<file path="src/dsr_pkg.sv">
package dsr_pkg;
    // geometry
    localparam int NCH = 6;
    localparam int CH_W = 3;
    localparam int CNT_W = 24;
    localparam int MODE_W = 3;
    localparam int ADDR_W = 8;
    localparam int RAM_AW = 16;
    // 256-word ram banks: bank number starts at this address bit
    localparam int BANK_LSB = 8;

    // apb register byte addresses
    localparam logic [ADDR_W-1:0] A_STAT = 8'h00;
    localparam logic [ADDR_W-1:0] A_CTRL = 8'h04;
    localparam logic [ADDR_W-1:0] A_CTRL_END = 8'h1C;
    localparam logic [ADDR_W-1:0] A_CNT = 8'h1C;
    localparam logic [ADDR_W-1:0] A_CNT_END = 8'h34;
    localparam logic [ADDR_W-1:0] A_ERR = 8'h34;

    // status word layout
    localparam int STAT_W = 24;
    localparam int ST_DONE_LSB = 0;
    localparam int ST_ACT_BIT = 8;
    localparam int ST_CH_LSB = 9;
    localparam logic [NCH-1:0] DONE_RST = 6'h3F;

    // channel control word layout
    localparam int CT_EN_BIT = 0;
    localparam int CT_IE_BIT = 1;
    localparam int CT_MODE_LSB = 2;
    localparam logic [MODE_W-1:0] MODE_RST = 3'h0;
    // transfer mode field: bit 0 word mode, bit 1 keep enable at done
    localparam int MODE_WORD_BIT = 0;
    localparam int MODE_KEEP_BIT = 1;

    // cycles from enable set until the done flag responds
    localparam logic [1:0] EN_DLY = 2'h2;

    typedef enum logic {
        ENG_IDLE,
        ENG_MOVE
    } dsr_eng_e;
endpackage

</file>
<file path="src/dsr_chan.sv">
`timescale 1ns/1ps
`default_nettype none
module dsr_chan
    import dsr_pkg::*;
(
    // clock and reset
    input wire logic pclk,
    input wire logic presetn,
    // control from register file
    input wire logic en,
    input wire logic en_set,
    input wire logic word_mode,
    input wire logic keep_en,
    input wire logic [CNT_W-1:0] cnt_init,
    // events
    input wire logic trig,
    input wire logic stop,
    input wire logic served,
    // state out
    output logic req,
    output logic done,
    output logic clr_en,
    output logic accept
);
    typedef struct packed {
        logic [1:0] dly;
        logic done;
        logic pend;
        logic [CNT_W-1:0] cnt;
    } dsr_chan_s;

    dsr_chan_s s;
    dsr_chan_s n;
    logic running;

    assign running = en & ~s.done;

    always_comb begin
        n = s;
        clr_en = 1'b0;
        accept = 1'b0;
        if (s.dly != 2'h0) begin
            n.dly = s.dly - 2'h1;
            if (s.dly == 2'h1 && en) begin
                n.done = 1'b0;
                n.cnt = cnt_init;
            end
        end
        // done cleared only by enable set
        if (en_set) begin
            n.dly = EN_DLY;
        end
        if (stop) begin
            n.pend = 1'b0;
        end else if (trig && running && !s.pend) begin
            n.pend = 1'b1;
            accept = 1'b1;
        end
        if (served) begin
            // last when counter reloads or enable cleared
            if (s.cnt == '0 || !en) begin
                n.done = 1'b1;
                n.pend = 1'b0;
                n.cnt = cnt_init;
                clr_en = (s.cnt == '0) & ~keep_en;
            end else begin
                n.cnt = s.cnt - 1'b1;
                if (word_mode) begin
                    n.pend = 1'b0;
                end
            end
        end else if (!en && !s.done && !(word_mode && s.pend)) begin
            n.done = 1'b1;
            n.pend = 1'b0;
        end
    end

    always_ff @(posedge pclk or negedge presetn) begin
        if (!presetn) begin
            s.dly <= 2'h0;
            s.done <= 1'b1;
            s.pend <= 1'b0;
            s.cnt <= '0;
        end else begin
            s <= n;
        end
    end

    assign req = s.pend & ~s.done;
    assign done = s.done;
endmodule
`default_nettype wire

</file>
<file path="src/dsr_top.sv">
// Local design decisions: the register addresses and the APB slave port.
`timescale 1ns/1ps
`default_nettype none
// Summary of operation
// - 24-bit status register is read-only; writes leave it unchanged.
// - channel done flag, bits 5..0, set when last word stored; channel stops.
// - at done, enable is cleared or kept as the transfer mode says.
// - last transfer is counter reload or software clearing enable.
// - done with irq enable set raises a dma interrupt request.
// - done flags set by reset, cleared only by setting enable.
// - done flag responds two cycles after enable is set.
// - word mode disable sets done after a captured trigger is served.
// - status bits 23..12 and 7..6 read zero.
// - active bit 8 high during transfer; low when idle and at reset.
// - bits 11..9 give active channel 0..5, reset to zero.
// - entering stop discards all latched triggers.
// - accepted trigger wakes core; active dma blocks wait entry.
// - io space accesses only to peripheral data registers.
// - external access stall halts every channel.
// - same ram bank: core wins, dma waits; different banks run freely.
module dsr_top
    import dsr_pkg::*;
(
    // clock and reset
    input wire logic pclk,
    input wire logic presetn,
    // apb slave
    input wire logic psel,
    input wire logic penable,
    input wire logic pwrite,
    input wire logic [ADDR_W-1:0] paddr,
    input wire logic [31:0] pwdata,
    output logic [31:0] prdata,
    output logic pready,
    output logic pslverr,
    // triggers and processing state
    input wire logic [NCH-1:0] dma_trig,
    input wire logic stop_state,
    // transfer path
    input wire logic xfer_ext,
    input wire logic ext_wait_pin,
    input wire logic xfer_io,
    input wire logic periph_data_hit,
    input wire logic xfer_ram,
    input wire logic [RAM_AW-1:0] xfer_ram_addr,
    input wire logic core_ram_req,
    input wire logic [RAM_AW-1:0] core_ram_addr,
    output logic xfer_valid,
    output logic [CH_W-1:0] xfer_chan,
    output logic xfer_strobe,
    // core interaction
    output logic [NCH-1:0] dma_irq_req,
    output logic core_wake,
    output logic core_wait_block
);
    typedef struct packed {
        logic [NCH-1:0] en;
        logic [NCH-1:0] ie;
        logic [NCH-1:0][MODE_W-1:0] mode;
        logic [NCH-1:0][CNT_W-1:0] cnt;
        logic io_err;
        dsr_eng_e st;
        logic [CH_W-1:0] ch;
        logic ew1;
        logic ew2;
        logic [31:0] rdata;
        logic slverr;
    } dsr_top_s;

    dsr_top_s s;
    dsr_top_s n;

    logic [NCH-1:0] req;
    logic [NCH-1:0] done;
    logic [NCH-1:0] clr_en;
    logic [NCH-1:0] accept;
    logic [NCH-1:0] en_set;
    logic [NCH-1:0] served;
    logic act;
    logic stall;
    logic bank_hit;
    logic io_ok;
    logic [STAT_W-1:0] status;
    logic [ADDR_W-1:0] off_ctrl;
    logic [ADDR_W-1:0] off_cnt;
    logic [CH_W-1:0] ictrl;
    logic [CH_W-1:0] icnt;
    logic is_stat;
    logic is_ctrl;
    logic is_cnt;
    logic is_err;
    logic acc_wr;
    logic [NCH-1:0] wr_ctrl;

    genvar g;
    generate
        for (g = 0; g < NCH; g++) begin : g_ch
            dsr_chan u_chan (
                .pclk(pclk),
                .presetn(presetn),
                .en(s.en[g]),
                .en_set(en_set[g]),
                .word_mode(s.mode[g][MODE_WORD_BIT]),
                .keep_en(s.mode[g][MODE_KEEP_BIT]),
                .cnt_init(s.cnt[g]),
                .trig(dma_trig[g]),
                .stop(stop_state),
                .served(served[g]),
                .req(req[g]),
                .done(done[g]),
                .clr_en(clr_en[g]),
                .accept(accept[g])
            );
        end
    endgenerate

    // active while moving or work pending
    assign act = (s.st == ENG_MOVE) | (|req);

    assign status = {12'h000, s.ch, act, 2'b00, done};

    assign bank_hit = xfer_ram & core_ram_req &
        (xfer_ram_addr[RAM_AW-1:BANK_LSB] == core_ram_addr[RAM_AW-1:BANK_LSB]);
    // one engine, so any stall halts all
    assign stall = (xfer_ext & s.ew2) | bank_hit;
    // io accesses limited to data registers
    assign io_ok = ~xfer_io | periph_data_hit;

    // address decode, word aligned only
    assign off_ctrl = paddr - A_CTRL;
    assign off_cnt = paddr - A_CNT;
    assign ictrl = off_ctrl[4:2];
    assign icnt = off_cnt[4:2];
    assign is_stat = (paddr == A_STAT);
    assign is_ctrl = (paddr >= A_CTRL) && (paddr < A_CTRL_END) && (paddr[1:0] == 2'b00);
    assign is_cnt = (paddr >= A_CNT) && (paddr < A_CNT_END) && (paddr[1:0] == 2'b00);
    assign is_err = (paddr == A_ERR);
    assign acc_wr = psel & penable & pwrite;

    always_comb begin
        n = s;
        en_set = '0;
        served = '0;
        wr_ctrl = '0;
        // pin passes two flops before use
        n.ew1 = ext_wait_pin;
        n.ew2 = s.ew1;
        for (int i = 0; i < NCH; i++) begin
            if (clr_en[i]) begin
                n.en[i] = 1'b0;
            end
        end
        // read data captured in setup; status read is side-effect free
        if (psel && !penable) begin
            n.slverr = !(is_stat || is_ctrl || is_cnt || is_err);
            n.rdata = 32'h0000_0000;
            if (is_stat) begin
                n.rdata = {8'h00, status};
            end else if (is_ctrl) begin
                n.rdata[CT_EN_BIT] = s.en[ictrl];
                n.rdata[CT_IE_BIT] = s.ie[ictrl];
                n.rdata[CT_MODE_LSB +: MODE_W] = s.mode[ictrl];
            end else if (is_cnt) begin
                n.rdata[CNT_W-1:0] = s.cnt[icnt];
            end else if (is_err) begin
                n.rdata[0] = s.io_err;
            end
        end
        if (acc_wr) begin
            if (is_ctrl) begin
                wr_ctrl[ictrl] = 1'b1;
                n.en[ictrl] = pwdata[CT_EN_BIT];
                en_set[ictrl] = pwdata[CT_EN_BIT] & ~s.en[ictrl];
                n.ie[ictrl] = pwdata[CT_IE_BIT];
                n.mode[ictrl] = pwdata[CT_MODE_LSB +: MODE_W];
            end else if (is_cnt) begin
                n.cnt[icnt] = pwdata[CNT_W-1:0];
            end else if (is_err && pwdata[0]) begin
                n.io_err = 1'b0;
            end
        end
        // transfer engine, lowest channel number first
        case (s.st)
            ENG_IDLE: begin
                for (int i = NCH - 1; i >= 0; i--) begin
                    if (req[i]) begin
                        n.ch = CH_W'(i);
                        n.st = ENG_MOVE;
                    end
                end
            end
            ENG_MOVE: begin
                if (!req[s.ch]) begin
                    n.st = ENG_IDLE;
                // core wins the bank; dma waits
                end else if (!stall) begin
                    served[s.ch] = 1'b1;
                    n.st = ENG_IDLE;
                    // set wins over software clear
                    if (!io_ok) begin
                        n.io_err = 1'b1;
                    end
                end
            end
            default: begin
                n.st = ENG_IDLE;
            end
        endcase
    end

    always_ff @(posedge pclk or negedge presetn) begin
        if (!presetn) begin
            s.en <= '0;
            s.ie <= '0;
            s.mode <= {NCH{MODE_RST}};
            s.cnt <= '0;
            s.io_err <= 1'b0;
            s.st <= ENG_IDLE;
            s.ch <= '0;
            s.ew1 <= 1'b0;
            s.ew2 <= 1'b0;
            s.rdata <= 32'h0000_0000;
            s.slverr <= 1'b0;
        end else begin
            s <= n;
        end
    end

    assign prdata = s.rdata;
    assign pready = 1'b1;
    assign pslverr = s.slverr;

    assign xfer_valid = (s.st == ENG_MOVE);
    assign xfer_chan = s.ch;
    // io access to a non data register is suppressed
    assign xfer_strobe = (|served) & io_ok;

    assign dma_irq_req = done & s.ie;
    // wake on accepted trigger, block wait while active
    assign core_wake = |accept;
    assign core_wait_block = act;
endmodule
`default_nettype wire

</file>
<file path="config.mk">
export PLATFORM = sky130hd
export DESIGN_NAME = dsr_top
export DESIGN_NICKNAME = d
export VERILOG_FILES = /design/src/dsr_pkg.sv /design/src/dsr_chan.sv /design/src/dsr_top.sv
export SDC_FILE = /design/constraint.sdc
export NUM_CORES = 1
export LEC_CHECK = 0
export BUFFER_PORTS_ARGS = -buffer_cell sky130_fd_sc_hd__buf_2
export CORE_MARGIN = 5
export CORE_UTILIZATION = 40
export CTS_CLUSTER_SIZE = 10
export DETAILED_ROUTE_END_ITERATION = 7
export GPL_TIMING_DRIVEN = 0
export HOLD_SLACK_MARGIN = 0.03
export PLACE_DENSITY = 0.57
export SKIP_LAST_GASP = 1
export SLEW_MARGIN = 20
export SYNTH_ARGS = -nofsm -noshare
export SYNTH_HDL_FRONTEND = slang
export SYNTH_HIERARCHICAL = 1
export SYNTH_SLANG_ARGS = --single-unit
</file>
<file path="constraint.sdc">
create_clock -name pclk -period 5.9 [get_ports pclk]
set_input_delay 0.885 -clock pclk [delete_from_list [all_inputs] [get_ports pclk]]
set_output_delay 0.885 -clock pclk [all_outputs]
set_load 0.01 [all_outputs]
</file>
==> Yosys cells after proc, flatten, opt, wreduce, memory -nomap -nowiden <==
Index checks and enable logic that the tools add are counted.
Widths: inputs -> output; s select.
{ "word_totals": {"ff_bits": 374, "latch_bits": 0, "mem_bits_rw": 0, "rom_bits": 0, "inputBits": 90, "output_inout_bits": 47, "memories": 0} }
{ "classes": {"add_sub_neg": 14, "n_mul": 0, "div_mod_pow": 0, "order_cmp": 10, "eq_ne": 8, "shifts": 0, "n_mux": 159, "n_bitwise": 46, "reduce_logical": 125} }
{ "op_table": {"columns": ["operator", "n"], "rows": [
  ["$mux 24", 21],
  ["$mux 175", 1],
  ["$mux 25", 6],
  ["$mux 145", 1],
  ["$bwmux 144", 1],
  ["$logic_not 24->1", 6],
  ["$mux 144", 1],
  ["$sub 24x1->24 const B", 6],
  ["$mux 1", 73],
  ["$bmux 24 s3", 1],
  ["$demux 24 s3", 1],
  ["$reduce_bool 2->1", 24],
  ["$logic_and 1x1->1", 45],
  ["$mux 2", 19],
  ["$mux 30", 1],
  ["$mux 6", 5],
  ["$logic_not 1->1", 26],
  ["$and 1x1->1", 25],
  ["$mux 3", 8],
  ["$mux 4", 6],
  ["$mux 23", 1],
  ["$mux 19", 1],
  ["$bwmux 18", 1],
  ["$reduce_or 6->1", 3],
  ["28 further kinds", 79]
]} }

==> Depth between registers and ports, before layout <==
Gate-level depths: netlist of the first run.
{ "logic_depth": {"word_depth": 16, "depth_mapped": 15, "depth_no_buf": 14} }

==> By module <==
The synthesis of the first run kept the hierarchy.
{ "by_module_without_submodules": {"columns": ["mod", "instances", "cells_per_inst", "area_per_inst_um2", "seq_area_each_um2"], "rows": [
  ["dsr_top", 1, 834, 10138.5, 5154.9],
  ["dsr_chan at g_ch[1].u_chan ...", 4, 187, 1771.7, 701.9],
  ["dsr_chan at g_ch[0].u_chan", 1, 200, 1808.0, 701.9],
  ["dsr_chan at g_ch[5].u_chan", 1, 198, 1745.4, 701.9]
]} }

==> Worst setup path after synthesis of the first run <==
OpenSTA, ideal clock, no wires.
{ "synth_timing": {"path_kind": "input-to-reg", "from": "input port paddr[2]", "to": "register g_ch[2].u_chan/s[26] in the netlist's numbering", "setup_ps": 136, "t_arrival_ps": 3091, "required_ps": 5764, "slack_ps": 2672, "cell_stages": 10, "n_path_buf": 2, "path_cell_list": "buf_2 > inv_1 > ha_1 > xor2_1 > buf_1 > mux4_2 > nand2_1 > nand3_1 > nor4b_1 > nor3b_1"} }
{ "synth_via": {"elab_chain_cells": 9} }
{ "synth_rtl": {"columns": ["element", "line", "source"], "rows": [
  ["start: declaration", "dsr_top.sv:31", "input wire logic [ADDR_W-1:0] paddr,"],
  ["$sub 5x3->5", "dsr_top.sv:130", "assign off_ctrl = paddr - A_CTRL;"],
  ["$lt 3x4->1 (not written as such), or another cell as far along", "dsr_top.sv:173", "en_set[ictrl] = pwdata[CT_EN_BIT] & ~s.en[ictrl];"],
  ["$logic_and 1x1->1 (not written as such) or $mux 1 (tied branches)", "dsr_top.sv:173", null],
  ["$mux 1 (not written as such) or $not 1->1 (tied branches)", "dsr_top.sv:173", null],
  ["$demux 1 s3 or $and 1x1->1 (tied branches)", "dsr_top.sv:173", null],
  ["$and 6x6->6 (no source line)", null, null],
  ["$mux 6 (*)", "dsr_top.sv:170", "if (is_ctrl) begin"],
  ["$mux 6 (*)", "dsr_top.sv:169", "if (acc_wr) begin"],
  ["via en_set[2]", "dsr_top.sv:77", "logic [NCH-1:0] en_set;"],
  ["$mux 2 or $reduce_bool 2->1 (tied branches)", null, null],
  ["end signal: assignment", "dsr_chan.sv:85", "s <= n;"],
  ["end: declaration", "dsr_chan.sv:32", "dsr_chan_s s;"]
]} }
The timed path passes the listed nets; every way through them passes the cells marked *. The select of a mux whose other input is x is not followed.
A chain may end at the register's enable or synchronous reset.

==> Worst setup path in the final report of the first run <==
{ "layout_timing": {"from": "register g_ch[0].u_chan/s[24] in the netlist's numbering", "to": "register g_ch[5].u_chan/s[23] in the netlist's numbering"} }
{ "layout_via": {"elab_chain_cells": 7} }
{ "layout_rtl": {"columns": ["element", "line", "source"], "rows": [
  ["start: declaration", "dsr_chan.sv:32", null],
  ["start signal: assignment", "dsr_chan.sv:85", null],
  ["$and 1x1->1 (*)", "dsr_chan.sv:89", "assign req = s.pend & ~s.done;"],
  ["via req[0]", "dsr_top.sv:73", "logic [NCH-1:0] req;"],
  ["$bmux 1 s3 (*)", "dsr_top.sv:193", "if (!req[s.ch]) begin"],
  ["$mux 1 (not written as such) (*)", "dsr_top.sv:193", null],
  ["$mux 6 (*)", "dsr_top.sv:193", null],
  ["$mux 6 (*)", "dsr_top.sv:183", "case (s.st)"],
  ["via served[5]", "dsr_top.sv:78", "logic [NCH-1:0] served;"],
  ["$reduce_bool 2->1 (no source line)", null, null],
  ["$reduce_and 2->1 (no source line)", null, null],
  ["end signal: assignment", "dsr_chan.sv:85", null],
  ["end: declaration", "dsr_chan.sv:32", null]
]} }
Marked as above.

==> results by group, run 1 <==
Status
  • Status: complete, no violations

Pwr
  • Power Density: ~240 mW/mm²
  • Leakage: approximately 11 nW
  • Max IR drop VDD: about 0.00022 V
  • Overall power: 0.00577 W

Placed design
  • # port buffers: just over 100
  • HPWL after DPL: 58200 µm
  • Post-DP Area: 0.0223 mm²
  • RePlAce Congestion: 0.932
  • Dpl cells: 2773

Critical path
  • CP arrival: 5.28 ns
  • Crit. End Element: flop
  • Startpoint types: flop
  • CP max FO: 10
  • Worst Path Class, Setup: reg -> reg
  • Slowest Stage Delay on Critical Path: 0.56 ns
  • Worst path required time: 6.40 ns
  • Critical Path, Cell by Cell: inv_1, nor2_1, mux4_2, a32oi_1, a311oi_1, nand2_1, nor3_1, clkbuf_1, nor2b_1, nand4_1, o2bb2ai_1, clkbuf_1, nand2_1, o211ai_1
  • Critical path's slowest cell: o2bb2ai_1

Clocking
  • Maximum root-to-sink buffer count: 3
  • CTS buffer count: 46
  • Reg clk slew, reported paths: 0.06 ns
  • CTS tree: yes
  • # clock sinks: 374
  • Post-CTS Resized: 0
  • Worst-Skew Late Latency: 0.60 ns
  • Clock root cell: clkbuf_16
  • Post-CTS Setup Repair Bufs: 0
  • H-tree Lvls: 2
  • CTS Hold Bufs: 0

Yosys
  • Post-synth EDFFs: 0
  • Ys async rst share: between 90% and 100%
  • Syn_area_per_cell: 10.5 µm²
  • Synth Register Bits: 374
  • Synth cell count leaders: dfrtp_1, mux2_2, nor2_1
  • Area of the mapped netlist: around 0.021 mm²
  • Synth unique cells: 92
  • Synth Instances: 1980
  • Count leader, synth: dfrtp_1
  • Synth area leader: dfrtp_1
  • Ys flop type: dfrtp_1
  • Post-synthesis sequential area ratio: a little under half
  • Top-area cell type share of the netlist area: 44.3%
  • Largest cells by area after synthesis: dfrtp_1, mux2_2, a221o_1
  • Yosys warns: 6

Cells and area
  • Fill cells: roughly 4900
  • Final Cell Area: 0.0237 mm²
  • Post-Layout Cell Count: 2846
  • Area occupied by multi-input gates: between 0.01 and 0.015 mm²
  • Reg area: 0.00937 mm²
  • Final net count: approximately 2200
  • Layout cell share with drive strength beyond 1: 23.8%
  • Area Overhead vs Synth: 14.0%

Global route
  • Largest net degree at the start of global routing: 95
  • GRT Total Usage: around a quarter
  • Vias in the first global route: 17523
  • Total congestion overflow: 0
  • Initial antenna violation count: 7
  • First-pass GRT wire length: 115000 µm

Routing
  • WL final: between 70000 and 80000 µm
  • Iteration-0 DRC Markers: 2000
  • TritonRoute pass-1 iters: 6
  • Post-DRT Antenna Nets: 0
  • Via count: 17928
  • Vias per inst: approximately 6.3
  • Avg WL per Cell: 27.4 µm
  • Remaining DRCs: 0

Floorplanning
  • Starting Density: between 40% and 50%
  • Full die area: 0.0566 mm²
  • Area of the core: 0.0514 mm²
  • I/O pin total: 137
  • Row count: 83
  • Die height: 238 µm
  • Die width: approximately 240 µm

Timing
  • RSZ-0062 raised after global routing: false
  • Rel. slew slack: approximately 26%
  • Slew @ Worst Pin: 1.10 ns
  • Final setup fails: 0
  • Fmax: 210 MHz
  • Final hold violation count: 0
  • Final min period: between 4 and 5 ns
  • Max Slew Vio Count: 0
  • Setup_tns: 0 ns
  • Period utilization: 80.9%
  • Clock skew: 0.0215 ns

Job
  • Max_cap viols: 0

Hold path
  • Hold/Removal Path Class: in -> async
## routing by layer
metal / global-route usage [%] / vias up / wire [µm]
met2: 39.9 / 874 / 33900
met3: 6.58 / 183 / 7400
met1: 37.0 / 9023 / 32900
li1: - / 7840 / -
met4: 12.0 / 8 / 3590
met5: 0 / - / 46
## cell families (layout without fill, tap and decap cells)
| group | Yosys count | after routing | synth area share, % |
|---|---|---|---|
| other | 2 | 12 | 0.0361 |
| buffers and inverters | 202 | 378 | 5.24 |
| flip-flops | 374 | 374 | 45.1 |
| AND/OR/NAND/NOR | 652 | 652 | 17.7 |
| multiplexers | 220 | 220 | 12.5 |
| adder cells (fa/ha/maj) | 15 | 15 | 0.903 |
| XOR/XNOR | 16 | 16 | 0.674 |
| AO/OA/AOI/OAI | 499 | 499 | 17.9 |
## final cells by class
type                       instances  area share, %
multi-input combinational       1411           43.7
sequential                       374           39.5
clock buffer                      64           5.44
buffer                           160           3.93
tap                              680           3.59
timing repair buffer             106           2.66
inverter                          42          0.665
clock inverter                     6          0.417
antenna                            3         0.0317
## path summary, 6_finish.rpt
| path | start | to | slack [ns] | depth (start not counted) |
|---|---|---|---|---|
| max | g_ch[0].u_chan/s[24] | g_ch[5].u_chan/s[23] | 1.13 | 14 |
| min | presetn | g_ch[2].u_chan/s[13] | 0.21 | 1 |
| max reg2reg | g_ch[0].u_chan/s[24] | g_ch[5].u_chan/s[23] | 1.13 | 14 |
| min reg2reg | n[33] | s[33] | 0.35 | 0 |
| max in group asynchronous | presetn | g_ch[1].u_chan/done | 4.45 | 3 |
| min in group pclk | n[33] | s[33] | 0.35 | 0 |
## metrics by stage
| stage | worst slack [ns] | util [%] | hold slack [ns] |
|---|---|---|---|
| CTS | 1.22 | 46.1 | 0.215 |
| global placement | -3.77 | 43.1 | 0.340 |
| floorplan | 2.67 | - | 0.331 |
| finish | 1.13 | 46.1 | 0.209 |
| global route | 0.890 | 46.1 | 0.247 |
| detailed placement | 1.01 | 43.4 | 0.339 |
## critical path: cells and delay by family (launching register included)
family / cells / cell delay, ns
compound gates: 4 / 1.36
simple gates: 6 / 1.61
buf+inv: 3 / 0.99
mux: 1 / 0.34
flops: 1 / 0.37
## where the power goes
group | internal [W] | switching (W)
Combinational | 0.000118 | 0.000272
Sequential | 0.00260 | 0.0000490
Clock | 0.00159 | 0.00114
Total | 0.00431 | 0.00146
## layout by cell type, fill, tap and decap left out, types with 14 or more instances in the layout
| cell | Yosys | layout |
|---|---|---|
| o21ai_0 | 106 | 106 |
| clkbuf_16 | 0 | 47 |
| a221o_1 | 89 | 89 |
| buf_4 | 42 | 42 |
| inv_1 | 42 | 42 |
| a21o_1 | 39 | 39 |
| nand2b_1 | 15 | 15 |
| mux2i_1 | 29 | 29 |
| ha_1 | 15 | 15 |
| nand3_1 | 30 | 30 |
| nor3b_1 | 20 | 20 |
| nor2_1 | 123 | 123 |
| dfrtp_1 | 368 | 368 |
| or4_1 | 21 | 21 |
| nand4_1 | 14 | 14 |
| a32o_1 | 14 | 14 |
| clkbuf_1 | 67 | 79 |
| o21ai_1 | 32 | 32 |
| and3_1 | 21 | 21 |
| o211ai_1 | 27 | 27 |
| nor4_1 | 40 | 40 |
| buf_2 | 25 | 126 |
| nor3_1 | 113 | 112 |
| nor2b_1 | 15 | 15 |
| mux2_2 | 172 | 172 |
| a21oi_1 | 61 | 61 |
| or3_1 | 27 | 27 |
| buf_6 | 19 | 19 |
| nand2_1 | 114 | 114 |
(Power assumes the default switching activity.)
==> run 2: changes to the inputs <==
--- a/config.mk
+++ b/config.mk
@@ -5,6 +5,7 @@
 export SDC_FILE = /design/constraint.sdc
 export NUM_CORES = 1
 export LEC_CHECK = 0
+export ABC_AREA = 1
 export BUFFER_PORTS_ARGS = -buffer_cell sky130_fd_sc_hd__buf_2
 export CORE_MARGIN = 5
 export CORE_UTILIZATION = 40
@@ -12,7 +13,7 @@
 export DETAILED_ROUTE_END_ITERATION = 7
 export GPL_TIMING_DRIVEN = 0
 export HOLD_SLACK_MARGIN = 0.03
-export PLACE_DENSITY = 0.57
+export PLACE_DENSITY = 0.56
 export SKIP_LAST_GASP = 1
 export SLEW_MARGIN = 20
 export SYNTH_ARGS = -nofsm -noshare
==> constraint.sdc (replaced) <==
create_clock -name pclk -period 4.7 [get_ports pclk]
set_input_delay 0.705 -clock pclk [delete_from_list [all_inputs] [get_ports pclk]]
set_output_delay 0.705 -clock pclk [all_outputs]
set_load 0.01 [all_outputs]
==> run 2 against run 1 <==
Against the previous run:
- total power grew 28%
- clock-buffer cell count grew 6
- core utilization shrank 0.27 points
- wire length grew 7.0%
- via count grew 25%
- design area grew 12%
- first-iteration DRC count shrank 15%
- hold slack lost 0.16 ns
- clock skew shrank 0.0038 ns
- combinational power grew 29%
- largest power group unchanged
==> results by group, run 2 <==
Floorplanning
  • Full die area: between 0.06 and 0.07 mm²
  • Row count: 88
  • Area of the core: ~0.058 mm²
  • Die width: about 250 µm
  • Starting Density: 40.5%
  • Die height: 252 µm
  • I/O pin total: 137

Routing
  • Iteration-0 DRC Markers: 1706
  • WL final: between 80000 and 90000 µm
  • Vias per inst: roughly 5.2
  • Remaining DRCs: 0
  • Via count: 22432
  • Post-DRT Antenna Nets: 0
  • Avg WL per Cell: 19.4 µm
  • TritonRoute pass-1 iters: 5

Clocking
  • Clock root cell: clkbuf_16
  • CTS Hold Bufs: 0
  • Maximum root-to-sink buffer count: 3
  • Reg clk slew, reported paths: 0.05 ns
  • Post-CTS Resized: 0
  • # clock sinks: ~370
  • CTS tree: yes
  • CTS buffer count: 47
  • Post-CTS Setup Repair Bufs: 0
  • Worst-Skew Late Latency: 0.59 ns
  • H-tree Lvls: 2

Timing
  • Period utilization: roughly 77%
  • Max Slew Vio Count: 0
  • Rel. slew slack: a little under a third
  • Final min period: around 3.6 ns
  • RSZ-0062 raised after global routing: false
  • Fmax: about 280 MHz
  • Slew @ Worst Pin: 1.02 ns
  • Final worst slack: between 1 and 1.5 ns
  • Final setup fails: 0
  • Clock skew: 0.0177 ns
  • Final hold violation count: 0

Cells and area
  • Final net count: 3601
  • Area Overhead vs Synth: 13.2%
  • Inserted Diodes: 0
  • Core Util, Final: 45.8%
  • Most common cell after layout, fill and taps aside: nand2_1
  • Fill cells: just over 6000
  • Commonest cells after routing, fill and taps aside: nand2_1, dfrtp_1, nor2_1, nand3_1, inv_1
  • Layout cell share with drive strength beyond 1: a little over an eighth

Global route
  • GRT Total Usage: 25.6%
  • Vias in the first global route: 21069
  • Total congestion overflow: 0
  • Largest net degree at the start of global routing: 93
  • First-pass GRT wire length: between 100000 and 150000 µm
  • Initial antenna violation count: 0

Critical path
  • CP arrival: approximately 4.1 ns
  • Worst Path Class, Setup: reg -> reg
  • Worst path required time: roughly 5.2 ns
  • Crit. End Element: flop
  • Slowest Stage Delay on Critical Path: 0.59 ns
  • CP max FO: 10
  • Critical Path, Cell by Cell: inv_1, nor2_1, nor2_1, o21ai_0, nand2_1, nor2_1, inv_1, nor3_1, nand2_1, clkinv_1, clkbuf_1, nand3_1, nand3_1, nand2_1
  • Startpoint types: flop
  • Critical path's slowest cell: nor3_1

Yosys
  • Area of the mapped netlist: 0.0234 mm²
  • Synth cell count leaders: nand2_1, dfrtp_1, nor2_1
  • Synth Instances: 3333
  • Synth area leader: dfrtp_1
  • Ys flop type: dfrtp_1
  • Yosys warns: 6
  • Synth Register Bits: 374
  • Post-synthesis sequential area ratio: 40.0%
  • Count leader, synth: nand2_1
  • Syn_area_per_cell: between 7 and 8 µm²
  • Largest cells by area after synthesis: dfrtp_1, nand2_1, nand3_1
  • Ys async rst share: 100%
  • Top-area cell type share of the netlist area: approximately two fifths
  • Post-synth EDFFs: 0
  • Synth unique cells: 46

Pwr
  • Leakage: around 13 nW
  • Max IR drop VDD: 0.000266 V
  • Power Density: 279 mW/mm²
  • Overall power: 0.00740 W

Hold path
  • Hold/Removal Path Class: in -> async

Placed design
  • RePlAce Congestion: 0.985
  • # port buffers: 103
  • HPWL after DPL: 64100 µm
  • Setup Slack @ Placement: 0.931 ns

Job
  • Max_cap viols: 0

Status
  • Status: complete, no violations
run 2: final timing paths:
path,end,startpoint,slack (ns),depth (start not counted)
max,g_ch[0].u_chan/s[6],g_ch[5].u_chan/s[24],1.10,14
min,g_ch[2].u_chan/s[12],presetn,0.05,1
max reg2reg,g_ch[0].u_chan/s[6],g_ch[5].u_chan/s[24],1.10,14
min reg2reg,s[33],n[33],0.34,0
max in group asynchronous,g_ch[3].u_chan/done,presetn,3.35,3
min in group pclk,n[33],ext_wait_pin,0.22,1
run 2: cells by family after synthesis:
kind of cell / Yosys count / share of synthesized area, %
AND/OR/NAND/NOR: 2103 / 39.8
buffers and inverters: 451 / 9.35
flip-flops: 374 / 40.0
AO/OA/AOI/OAI: 333 / 7.96
XOR/XNOR: 55 / 2.06
adder cells (fa/ha/maj): 15 / 0.801
other: 2 / 0.0320
run 2: report_power, final:
| group | total (W) | internal [W] | leakage, nW | switching [W] |
|---|---|---|---|---|
| clock network | 0.00357 | 0.00214 | 0.725 | 0.00143 |
| registers | 0.00332 | 0.00327 | 4.90 | 0.0000562 |
| logic | 0.000504 | 0.000146 | 7.68 | 0.000358 |
run 2: worst max-delay path: cells and delay by family, from the launching register on:
family,cells,cell delay [ns]
flops,1,0.37
buf+inv,4,0.87
simple gates,9,2.04
compound gates,1,0.18
run 2: stage by stage:
stage | std cells | setup TNS, ns | hold WS (ns) | area, µm²
finish | 4290 | 0 | 0.0520 | 26500
global route | 4290 | 0 | 0.0702 | 26500
CTS | 4290 | 0 | 0.0445 | 26500
detailed placement | 4212 | 0 | 0.336 | 25100
global placement | 4208 | -1847.87 | 0.332 | 24900
floorplan | 3340 | 0 | 0.331 | 23500
run 2: final cells by class:
class | instances | area [µm²] | area share [%]
multi-input combinational | 2515 | 11900 | 44.9
inverter | 285 | 1070 | 4.05
clock inverter | 8 | 130 | 0.490
tap | 765 | 957 | 3.61
clock buffer | 70 | 1350 | 5.10
sequential | 374 | 9370 | 35.3
buffer | 166 | 1120 | 4.21
timing repair buffer | 107 | 636 | 2.40
run 2: per-layer routing:
metal	vias to the layer above	GRT usage, %	wire length, µm	share of wire [%]
met2	679	39.8	37100	45
met4	0	7.44	2710	3.2
met1	10704	37.5	38600	46
met5	-	0	0	0
li1	10920	-	-	-
met3	129	3.64	4900	5.9
==> run 3: changes to the inputs <==
--- a/config.mk
+++ b/config.mk
@@ -5,7 +5,7 @@
 export SDC_FILE = /design/constraint.sdc
 export NUM_CORES = 1
 export LEC_CHECK = 0
-export ABC_AREA = 1
+export ABC_AREA = 0
 export BUFFER_PORTS_ARGS = -buffer_cell sky130_fd_sc_hd__buf_2
 export CORE_MARGIN = 5
 export CORE_UTILIZATION = 40
@@ -13,7 +13,7 @@
 export DETAILED_ROUTE_END_ITERATION = 7
 export GPL_TIMING_DRIVEN = 0
 export HOLD_SLACK_MARGIN = 0.03
-export PLACE_DENSITY = 0.56
+export PLACE_DENSITY = 0.59
 export SKIP_LAST_GASP = 1
 export SLEW_MARGIN = 20
 export SYNTH_ARGS = -nofsm -noshare
==> constraint.sdc (replaced) <==
create_clock -name pclk -period 3.1 [get_ports pclk]
set_input_delay 0.465 -clock pclk [delete_from_list [all_inputs] [get_ports pclk]]
set_output_delay 0.465 -clock pclk [all_outputs]
set_load 0.01 [all_outputs]
==> run 3 against run 2 <==
Against the previous run:
- the run now ends with negative setup slack left
- design area shrank 5.5%
- clock skew up 0.0012 ns
- wire length is 5.2% lower
- sequential share of layout area rose by 2.1 points
- critical path depth is the same
==> results by group, run 3 (synthesis results as in run 1) <==
Hold path
  • Hold endpoint: s[39]
  • Worst hold stages: 2
  • Hold path start: xfer_io
  • Hold/Removal Path Class: in -> reg

Clocking
  • CTS tree: yes
  • Worst-Skew Late Latency: ~0.59 ns
  • Reg clk slew, reported paths: about 0.060 ns
  • Clock root cell: clkbuf_16
  • CTS buffer count: between 40 and 50
  • Maximum root-to-sink buffer count: 3
  • # clock sinks: 374
  • H-tree Lvls: 2

Timing
  • Slew @ Worst Pin: 0.996 ns
  • Final hold violation count: 0
  • Period utilization: 105%
  • Final setup fails: 38
  • Fmax: 306 MHz
  • Rel. slew slack: 33.6%
  • Hold Slack: 0.150 ns
  • Max Slew Vio Count: 0
  • Final min period: 3.27 ns
  • Clock skew: 0.0188 ns
  • Setup_tns: -2.93 ns
  • Final worst slack: -0.170 ns
  • RSZ-0062 raised after global routing: true

Routing
  • Post-DRT Antenna Nets: 0
  • Iteration-0 DRC Markers: 2031
  • Vias per inst: 6.28
  • Via count: ~18000
  • Remaining DRCs: 0
  • WL final: around 79000 µm
  • TritonRoute pass-1 iters: 8
  • Avg WL per Cell: 27.0 µm

Critical path
  • CP dominant cell by count: nor2b_4
  • FF-to-FF path depth: 14
  • R2R Setup Slk: -0.17 ns
  • CP arrival: approximately 3.7 ns
  • R2R Path Start: g_ch[5].u_chan/s[24]
  • Startpoint types: flop
  • Critical path's slowest cell: dfrtp_2
  • Worst path required time: 3.56 ns
  • Slowest Stage Delay on Critical Path: 0.43 ns
  • Worst Path Class, Setup: reg -> reg
  • CP max FO: 7
  • Worst reg2reg endpoint: g_ch[5].u_chan/s[21]
  • Crit. End Element: flop
  • Critical Path, Cell by Cell: nor2b_4, mux4_2, a32oi_2, a311oi_2, nand2_2, buf_12, nor3_4, clkbuf_8, nor2b_4, nand4_1, o2bb2ai_4, buf_6, nor3b_2, a221o_1

Placed design
  • # port buffers: 101
  • Dpl cells: 2773
  • Post-DP Area: ~0.022 mm²
  • RePlAce Congestion: 0.954
  • Setup Slack @ Placement: -1.48 ns
  • HPWL after DPL: 57800 µm

Pwr
  • Power Density: 436 mW/mm²
  • Leakage: 12.1 nW
  • Max IR drop VDD: 0.000339 V

Floorplanning
  • Die width: ~240 µm
  • Row count: 83
  • Full die area: between 0.05 and 0.06 mm²
  • I/O pin total: around 140
  • Die height: ~240 µm
  • Starting Density: 40.4%
  • Area of the core: between 0.05 and 0.06 mm²

Cells and area
  • Post-Layout Cell Count: ~2900
  • Fill cells: about 4700
  • Area Overhead vs Synth: 20.6%
  • Layout cell share with drive strength beyond 1: 30.8%
  • Final net count: around 2300
  • Most common cell after layout, fill and taps aside: dfrtp_1
  • Commonest cells after routing, fill and taps aside: dfrtp_1, mux2_2, buf_2, nor2_1, nor3_1
  • Final Cell Area: 0.0251 mm²
  • Inserted Diodes: 0

Global route
  • Initial antenna violation count: 4
  • Total congestion overflow: 0
  • Largest net degree at the start of global routing: slightly above 90
  • GRT Total Usage: 26.9%
  • Vias in the first global route: 17824
  • First-pass GRT wire length: 116000 µm

Status
  • Violated checks: negative setup slack
  • Status: finished, violations left

Job
  • Max_cap viols: 0
[run 3: final cells by class]
type	count	area (µm²)	area share, %
buffer	154	1050	4.18
clock buffer	69	1330	5.30
clock inverter	5	53.8	0.215
inverter	42	158	0.629
multi-input combinational	1411	10800	42.9
sequential	374	9370	37.4
tap	680	851	3.39
timing repair buffer	188	1490	5.96
[run 3: through the flow]
stage	total power, W	utilization, %
6_report	0.0109	48.8
5_1_grt	0.0112	48.8
4_1_cts	0.0110	47.6
3_5_place_dp	0.00585	43.4
3_3_place_gp	0.00583	43.1
2_1_floorplan	0.00541	-
[run 3: worst max-delay path, delay by kind of cell (launching register included)]
kind	cells	cell delay [ns]
AO/OA/AOI/OAI	4	1.04
flip-flops	1	0.43
multiplexers	1	0.25
AND/OR/NAND/NOR	6	0.90
buffers and inverters	3	0.53
[run 3: worst max-delay path by stage]
stage	endpoint	cells past startpoint	startpoint
after global placement	g_ch[5].u_chan/s[26]	1	presetn
after CTS	g_ch[2].u_chan/s[26]	10	paddr[2]
final	g_ch[5].u_chan/s[21]	14	g_ch[5].u_chan/s[24]
after global routing	g_ch[5].u_chan/s[21]	15	g_ch[1].u_chan/s[24]
after detailed placement	g_ch[5].u_chan/s[8]	12	g_ch[1].u_chan/done
after floorplan	g_ch[0].u_chan/s[18]	14	xfer_chan[0]
[run 3: timing repair]
action	4_1_cts	5_1_grt
resized for setup	98	127
hold endpoints to repair	63	0
buffers inserted	50	28
hold buffers	2	0
gates cloned	2	5
setup endpoints to repair	333	243
pin swaps	27	16
[run 3: per-layer routing]
metal / up-vias / routed length (µm) / track usage [%]
met2: 915 / 35000 / 40.8
met3: 196 / 7490 / 5.85
met1: 9239 / 33000 / 37.8
li1: 8003 / - / -
met4: 2 / 3480 / 10.4
met5: - / 13 / 0
[run 3: power by group]
part           switching (W)  total, W  internal [W]
Sequential         0.0000954   0.00504       0.00495
Clock                0.00214   0.00515       0.00301
Combinational       0.000515  0.000745      0.000230
